File: src/logic/hcp_regs.svh
`ifndef HCP_REGS_SVH
`define HCP_REGS_SVH
`define HCP_ADDR_W 32
`define HCP_DATA_W 32
`define HCP_WORD_W 64
`define HCP_ENTRY_W 64
`define HCP_HBUF_DEPTH 8
`define HCP_HBUF_AW 3
`define HCP_EQ_DEPTH 25
`define HCP_EQ_AW 5
`define HCP_EQ_LAST 5'h18
`define HCP_CNT_W 6
`define HCP_SWAP_NONE 2'h0
`define HCP_SWAP_WORD 2'h1
`define HCP_SWAP_DWORD 2'h2
`define HCP_ENT_CMD 1'h1
`define HCP_WORDS_PER_OP 4'h4
`endif

File: src/logic/hcp_pkg.sv
package hcp_pkg;
  typedef enum logic [2:0] {
    HCP_IDLE = 3'h1,
    HCP_LOAD = 3'h2,
    HCP_RUN = 3'h4
  } hcp_eng_st_t;
endpackage : hcp_pkg

File: src/logic/hcp_fifo.sv
`timescale 1ns/1ps
`include "hcp_regs.svh"
module hcp_fifo #(
  parameter int DEPTH = 8,
  parameter int AW = 3,
  parameter int CW = 4
) (
  input wire logic i_clk,
  input wire logic i_rst,
  input wire logic i_valid,
  output logic o_ready,
  input wire logic [`HCP_ENTRY_W-1:0] i_data,
  output logic o_valid,
  input wire logic i_ready,
  output logic [`HCP_ENTRY_W-1:0] o_data,
  output logic [CW-1:0] o_count
);
  logic [`HCP_ENTRY_W-1:0] mem [DEPTH];
  logic [AW-1:0] wptr_ff;
  logic [AW-1:0] rptr_ff;
  logic [CW-1:0] cnt_ff;
  logic push;
  logic pop;

  function automatic logic [AW-1:0] inc_ptr(input logic [AW-1:0] p);
    if (p == AW'(DEPTH - 1)) begin
      return '0;
    end
    return p + AW'(1);
  endfunction : inc_ptr

  assign o_ready = (cnt_ff != CW'(DEPTH));
  assign o_valid = (cnt_ff != '0);
  assign push = i_valid && o_ready;
  assign pop = o_valid && i_ready;
  assign o_data = mem[rptr_ff];
  assign o_count = cnt_ff;

  always_ff @(posedge i_clk) begin
    if (push) begin
      mem[wptr_ff] <= i_data;
    end
  end

  always_ff @(posedge i_clk or posedge i_rst) begin
    if (i_rst) begin
      wptr_ff <= '0;
      rptr_ff <= '0;
    end else begin
      if (push) begin
        wptr_ff <= inc_ptr(wptr_ff);
      end
      if (pop) begin
        rptr_ff <= inc_ptr(rptr_ff);
      end
    end
  end

  always_ff @(posedge i_clk or posedge i_rst) begin
    if (i_rst) begin
      cnt_ff <= '0;
    end else if (push && !pop) begin
      cnt_ff <= cnt_ff + CW'(1);
    end else if (pop && !push) begin
      cnt_ff <= cnt_ff - CW'(1);
    end
  end

  no_overflow_a: assert property (@(posedge i_clk) disable iff (i_rst)
    cnt_ff <= CW'(DEPTH)) else $error("fifo count above depth");
  count_track_a: assert property (@(posedge i_clk) disable iff (i_rst)
    (push && !pop) |=> cnt_ff == $past(cnt_ff) + CW'(1))
    else $error("fifo count did not rise on push");
endmodule : hcp_fifo

File: src/logic/hcp_skid.sv
`timescale 1ns/1ps
`include "hcp_regs.svh"
module hcp_skid (
  input wire logic i_clk,
  input wire logic i_rst,
  input wire logic i_valid,
  output logic o_ready,
  input wire logic [`HCP_WORD_W-1:0] i_data,
  output logic o_valid,
  input wire logic i_ready,
  output logic [`HCP_WORD_W-1:0] o_data
);
  // Two entries: ready is registered-friendly and a stall loses nothing
  logic [`HCP_WORD_W-1:0] buf_ff [2];
  logic wsel_ff;
  logic rsel_ff;
  logic [1:0] cnt_ff;
  logic push;
  logic pop;

  assign o_ready = (cnt_ff != 2'h2);
  assign o_valid = (cnt_ff != 2'h0);
  assign o_data = buf_ff[rsel_ff];
  assign push = i_valid && o_ready;
  assign pop = o_valid && i_ready;

  always_ff @(posedge i_clk) begin
    if (push) begin
      buf_ff[wsel_ff] <= i_data;
    end
  end

  always_ff @(posedge i_clk or posedge i_rst) begin
    if (i_rst) begin
      wsel_ff <= 1'b0;
      rsel_ff <= 1'b0;
      cnt_ff <= 2'h0;
    end else begin
      if (push) begin
        wsel_ff <= !wsel_ff;
      end
      if (pop) begin
        rsel_ff <= !rsel_ff;
      end
      cnt_ff <= cnt_ff + 2'(push) - 2'(pop);
    end
  end

  skid_hold_a: assert property (@(posedge i_clk) disable iff (i_rst)
    (o_valid && !i_ready) |=> (o_valid && $stable(o_data)))
    else $error("output word changed while stalled");
endmodule : hcp_skid

File: src/logic/hcp_cmd_path.sv
`timescale 1ns/1ps
`include "hcp_regs.svh"
module hcp_cmd_path #(
  parameter logic [`HCP_ADDR_W-1:0] BASE = 32'hF000_0000,
  parameter logic [`HCP_ADDR_W-1:0] MASK = 32'hFFFF_F000
) (
  input wire logic i_clk,
  input wire logic i_rst,
  input wire logic i_wr_valid,
  output logic o_wr_ready,
  output logic o_wr_hit,
  input wire logic [`HCP_ADDR_W-1:0] i_wr_addr,
  input wire logic [`HCP_DATA_W-1:0] i_wr_data,
  input wire logic i_wr_cmd,
  input wire logic [1:0] i_swap_mode,
  input wire logic i_op_done,
  output logic o_op_start,
  output logic [`HCP_ENTRY_W-1:0] o_work_reg [4],
  output logic o_busy,
  output logic o_word_valid,
  input wire logic i_word_ready,
  output logic [`HCP_WORD_W-1:0] o_word,
  output logic [`HCP_CNT_W-1:0] o_eq_count
);
  logic hit;
  logic [`HCP_DATA_W-1:0] swapped;
  logic [`HCP_ENTRY_W-1:0] hb_in;
  logic hb_ready;
  logic hb_valid;
  logic [`HCP_ENTRY_W-1:0] hb_data;
  logic eq_ready;
  logic eq_valid;
  logic eq_pop;
  logic [`HCP_ENTRY_W-1:0] eq_data;
  logic [`HCP_CNT_W-1:0] eq_cnt;
  logic [3:0] hb_cnt;
  hcp_pkg::hcp_eng_st_t st_ff;
  hcp_pkg::hcp_eng_st_t nxt_st;
  logic [1:0] ld_idx_ff;
  logic [`HCP_ENTRY_W-1:0] work_ff [4];
  logic [`HCP_WORD_W-1:0] run_word_ff;
  logic sk_ready;
  logic sk_valid_in;
  logic start_ff;

  function automatic logic [31:0] swap_bytes(input logic [31:0] d,
                                             input logic [1:0] m);
    unique case (m)
      `HCP_SWAP_WORD: return {d[23:16], d[31:24], d[7:0], d[15:8]};
      `HCP_SWAP_DWORD: return {d[7:0], d[15:8], d[23:16], d[31:24]};
      default: return d;
    endcase
  endfunction : swap_bytes

  assign hit = ((i_wr_addr & MASK) == (BASE & MASK));
  assign o_wr_hit = hit;
  assign swapped = swap_bytes(i_wr_data, i_swap_mode);
  // entry carries kind, address bits 30:0 and data
  assign hb_in = {i_wr_cmd, i_wr_addr[`HCP_ADDR_W-2:0], swapped};
  assign o_wr_ready = hb_ready || !hit;

  hcp_fifo #(.DEPTH(`HCP_HBUF_DEPTH), .AW(`HCP_HBUF_AW), .CW(4)) u_hbuf (
    .i_clk(i_clk),
    .i_rst(i_rst),
    .i_valid(i_wr_valid && hit),
    .o_ready(hb_ready),
    .i_data(hb_in),
    .o_valid(hb_valid),
    .i_ready(eq_ready),
    .o_data(hb_data),
    .o_count(hb_cnt)
  );

  // 25-entry engine queue frees host buffer
  hcp_fifo #(.DEPTH(`HCP_EQ_DEPTH), .AW(`HCP_EQ_AW), .CW(`HCP_CNT_W)) u_eq (
    .i_clk(i_clk),
    .i_rst(i_rst),
    .i_valid(hb_valid),
    .o_ready(eq_ready),
    .i_data(hb_data),
    .o_valid(eq_valid),
    .i_ready(eq_pop),
    .o_data(eq_data),
    .o_count(eq_cnt)
  );
  assign o_eq_count = eq_cnt;

  assign eq_pop = eq_valid && (st_ff == hcp_pkg::HCP_LOAD);

  always_comb begin
    nxt_st = st_ff;
    unique case (st_ff)
      hcp_pkg::HCP_IDLE: begin
        if (eq_valid) begin
          nxt_st = hcp_pkg::HCP_LOAD;
        end
      end
      hcp_pkg::HCP_LOAD: begin
        if (eq_pop && ld_idx_ff == 2'(`HCP_WORDS_PER_OP - 1)) begin
          nxt_st = hcp_pkg::HCP_RUN;
        end
      end
      hcp_pkg::HCP_RUN: begin
        if (i_op_done) begin
          nxt_st = hcp_pkg::HCP_IDLE;
        end
      end
      default: nxt_st = hcp_pkg::HCP_IDLE;
    endcase
  end

  always_ff @(posedge i_clk or posedge i_rst) begin
    if (i_rst) begin
      st_ff <= hcp_pkg::HCP_IDLE;
    end else begin
      st_ff <= nxt_st;
    end
  end

  always_ff @(posedge i_clk or posedge i_rst) begin
    if (i_rst) begin
      ld_idx_ff <= 2'h0;
      for (int i = 0; i < 4; i++) begin
        work_ff[i] <= '0;
      end
    end else if (eq_pop) begin
      work_ff[ld_idx_ff] <= eq_data;
      ld_idx_ff <= ld_idx_ff + 2'h1;
    end
  end

  always_ff @(posedge i_clk or posedge i_rst) begin
    if (i_rst) begin
      start_ff <= 1'b0;
    end else begin
      start_ff <= (st_ff == hcp_pkg::HCP_LOAD) &&
                  (nxt_st == hcp_pkg::HCP_RUN);
    end
  end
  assign o_op_start = start_ff;
  assign o_work_reg = work_ff;
  assign o_busy = (st_ff != hcp_pkg::HCP_IDLE);

  // one 64-bit word per cycle while running
  assign sk_valid_in = (st_ff == hcp_pkg::HCP_RUN);
  // Seed on entry to RUN so the first pushed word is work 0, not stale
  always_ff @(posedge i_clk or posedge i_rst) begin
    if (i_rst) begin
      run_word_ff <= '0;
    end else if ((st_ff == hcp_pkg::HCP_LOAD) &&
                 (nxt_st == hcp_pkg::HCP_RUN)) begin
      run_word_ff <= work_ff[0];
    end else if (sk_valid_in && sk_ready) begin
      run_word_ff <= run_word_ff + work_ff[1];
    end
  end

  // Output stall holds engine words without loss
  hcp_skid u_skid (
    .i_clk(i_clk),
    .i_rst(i_rst),
    .i_valid(sk_valid_in),
    .o_ready(sk_ready),
    .i_data(run_word_ff),
    .o_valid(o_word_valid),
    .i_ready(i_word_ready),
    .o_data(o_word)
  );

  miss_release_a: assert property (@(posedge i_clk) disable iff (i_rst)
    (i_wr_valid && !hit) |-> o_wr_ready)
    else $error("missed address stalled host");
  swap_dword_a: assert property (@(posedge i_clk) disable iff (i_rst)
    (i_swap_mode == `HCP_SWAP_DWORD) |-> swapped[7:0] == i_wr_data[31:24])
    else $error("dword swap wrong");
  hbuf_full_a: assert property (@(posedge i_clk) disable iff (i_rst)
    (hb_cnt == 4'h8) |-> !o_wr_ready || !hit)
    else $error("write taken into full host buffer");
  eq_bound_a: assert property (@(posedge i_clk) disable iff (i_rst)
    eq_cnt <= 6'(`HCP_EQ_DEPTH)) else $error("engine queue overfull");
  no_load_run_a: assert property (@(posedge i_clk) disable iff (i_rst)
    (st_ff == hcp_pkg::HCP_RUN) |-> !eq_pop)
    else $error("queue popped mid operation");
  start_after_load_a: assert property (@(posedge i_clk) disable iff (i_rst)
    o_op_start |-> $past(st_ff == hcp_pkg::HCP_LOAD) &&
    st_ff == hcp_pkg::HCP_RUN) else $error("start without load");
  move_on_a: assert property (@(posedge i_clk) disable iff (i_rst)
    (hb_valid && eq_ready) |=> hb_cnt != 4'h8 || $past(hb_cnt) == 4'h8)
    else $error("host buffer not freed");
  word_rate_a: assert property (@(posedge i_clk) disable iff (i_rst)
    (sk_valid_in && sk_ready) [*2] |-> $changed(run_word_ff) ||
    work_ff[1] == '0) else $error("engine word rate lost");
  full_burst_c: cover property (@(posedge i_clk) disable iff (i_rst)
    hb_cnt == 4'h8);
  eq_full_c: cover property (@(posedge i_clk) disable iff (i_rst)
    eq_cnt == 6'(`HCP_EQ_DEPTH));
  op_cycle_c: cover property (@(posedge i_clk) disable iff (i_rst)
    o_op_start ##[1:50] i_op_done);
endmodule : hcp_cmd_path

File: config.mk
export PLATFORM = sky130hd
export DESIGN_NAME = hcp_cmd_path
export DESIGN_NICKNAME = d
export VERILOG_FILES = /design/src/logic/hcp_pkg.sv /design/src/logic/hcp_fifo.sv /design/src/logic/hcp_skid.sv /design/src/logic/hcp_cmd_path.sv
export VERILOG_INCLUDE_DIRS = /design/src /design/src/logic
export SDC_FILE = /design/constraint.sdc
export NUM_CORES = 2
export LEC_CHECK = 0
export ABC_CLOCK_PERIOD_IN_PS = 12000
export BUFFER_PORTS_ARGS = -buffer_cell sky130_fd_sc_hd__buf_2
export CORE_ASPECT_RATIO = 0.8
export CORE_MARGIN = 2
export CORE_UTILIZATION = 46
export CTS_CLUSTER_DIAMETER = 200
export DETAILED_ROUTE_END_ITERATION = 6
export PLACE_DENSITY = 0.66
export SLEW_MARGIN = 10
export SYNTH_ARGS = -nofsm -noshare
export SYNTH_HDL_FRONTEND = slang
export SYNTH_SLANG_ARGS = --single-unit
File: constraint.sdc
create_clock -name i_clk -period 12 [get_ports i_clk]
set_clock_uncertainty 0.1 [all_clocks]
set_input_delay 0 -clock i_clk [delete_from_list [all_inputs] [get_ports i_clk]]
set_output_delay 0 -clock i_clk [all_outputs]
set_load 0.05 [all_outputs]
==> out/results.ini <==
[yosys]
ys_types = 73
mappedNetlistArea_um2 = 102000
yosysWarnings = 0
synth-xor-area-share_pct = 0.547
synth_top_family_by_area = multiplexers
synth_adder_area_share_pct = 1.15
synth-async-reset-ratio_pct = 13.7
synthCells = 5354
syn_nets = 5518
synth_mux_area_share_pct = 15.5
synth-main-ff-cell = edfxtp_1
synth_edf_count = 2240
yosysSeqAreaShare_pct = 74.4
yosys.area_share.simple_pct = 2.79
ys_ff_latch = 2596
avgSynthCellArea_um2 = 19.1
synth_compound_area_share_pct = 4.36

[job]
max_cap_violations = 0

[routing]
vias = 54600
wl_um = 265000
drc = 0
post_drt_wl_per_cell_um = 29.1
firstDrtPassIters = 7
viasPerCell = 6.00
drtIter0Drc = 6473
ant_nets = 0

[final_layout]
final_cell_mix = 2240 x edfxtp_1, 576 x mux4_2, 402 x buf_2
syn2layout_area_growth_pct = 14.7
final_cell_area_um2 = 117000
layout_commonest_cell = edfxtp_1
final_nets = 6093
final_cell_count_no_fill = 9108
largest_register_ffs = 1600
drive_above_1_share_pct = 26.8

[global_route]
track_usage_pct = 23.2
antenna_found_initial = 16
grt-ovfl-total = 0
grt_start_max_net_pins = 172
grt_pass1_vias = 53100
grt_pass1_wl_um = 381000

[clocking]
htreeDepth = 4
cts_resized = 0
cts_setup_buffers = 0
cts_max_path_buffers = 3
cts_made_buffers = 240
clockRootBuffer = clkbuf_16
clk_latency_ns = 0.87
cts_tree = yes
numClockSinks = 2596
path_clk_slew_ns = 0.06
holdBufCountCts = 113

[setup_path]
arrival_ns = 5.52
criticalPathCategory = reg2reg
endpoint_kind = flip-flop
r2r_cells = 6
path_max_fanout = 102
r2r_start = u_eq.rptr_ff[0]
r2r-end = o_work_reg[192]
cp.required_ns = 12.61
critPathLaunchType = flip-flop
r2r_slack_ns = 7.09
crit_path_end = o_work_reg[192]
startpoint = u_eq.rptr_ff[0]

[power_and_ir_drop]
ir_worst_vdd_v = 0.000191
p_total_uw = 34400
p_leak_uw = 0.0398
p_per_area_nw_per_um2 = 293

[sta]
whs_ns = 0.196
relSlewSlack_pct = 7.61
final-setup-viol-count = 0
finalMaxSlewViolations = 0
worst_pin_slew_ns = 1.37
min_period_ns = 4.91
fmax_mhz = 204
fin_crit_sh_pct = 40.9
rsz0062_at_grt = false
tns_ns = 0
final_hold_viol_count = 0

[die]
chipHeight_um = 426
core.rowCount = 154
boundaryPins = 403
die_w_um = 531
design.die.area_um2 = 226000
core_um2 = 221000
initial_utilization_pct = 46.4

[hold_path]
whs_path_depth = 5
hold_start = i_wr_data[29]
hold_class = in2reg

[placed_design]
dp.cells = 8538
gp_congestion = 0.915
place_area_um2 = 108000
hpwlAfterDp_um = 157000
port-buffer-count = 402

[status]
outcome = complete, no violations

Yosys cell counts, types with 41 or more instances:
cell type  count  share of area (%)
inv_1         41               0.15
nand2_1      171               0.63
a22oi_1       91               0.67
mux2i_1      133                1.3
dfrtp_1      355                8.7
xnor2_1       43               0.37
edfxtp_1    2240                 66
ha_1          89                1.1
clkbuf_1     199               0.73
a21oi_1      340                1.7
mux4_2       576                 13
nor2_1       347                1.3
buf_2         58               0.28
o21ai_0      185               0.90
mux2_2       135                1.5
layout make-up:
cell class	count	area, um2
fillers	17200	103000
multi-input cells	2423	25100
clock inverters	138	1620
well taps	2964	3710
inverters	42	168
flip-flops and latches	2596	76200
repair buffers	626	4060
diodes	5	12.5
clock buffers	314	6540
worst min path at each step:
stage                                    to  slack [ns]
after detailed placement    o_work_reg[176]        0.06
after CTS                 u_hbuf.mem[1][29]        0.14
after global placement      o_work_reg[243]        0.05
after floorplan                    st_ff[2]       -0.01
final                     u_hbuf.mem[1][29]        0.20
after global routing      u_hbuf.mem[1][29]        0.20
cells by family after synthesis:
family	after synthesis
AO/OA/AOI/OAI	758
XOR/XNOR	64
adder cells (fa/ha/maj)	92
buffers and inverters	335
flip-flops	2596
multiplexers	844
AND/OR/NAND/NOR	665
power breakdown:
part           total, uW  internal (uW)  switching, uW
registers          13900          12700           1170
logic              12700           4190           8530
clock network       7830           4500           3320
total              34400          21400          13000
worst max-delay path, cell delays in order (launching register included):
cell and delay, ns:
dfrtp_4 0.82, buf_4 0.83, buf_12 0.63, mux4_2 0.61
mux4_2 0.46, mux2i_1 0.85, a21oi_1 0.17
layer usage:
layer,wire [um],part of all wire (%),track usage [%]
met5,146,0.055,0
met2,122000,46,36.0
met3,21200,8.0,3.89
met4,5710,2.2,5.20
met1,115000,44,34.6
metrics by stage:
stage / utilization, % / setup WS (ns)
floorplan: - / 2.02
global placement: 49.0 / 7.05
detailed placement: 49.0 / 7.05
CTS: 53.2 / 7.04
global route: 53.2 / 6.71
finish: 53.2 / 7.09
Note: power is estimated with default switching activity, not from simulation.
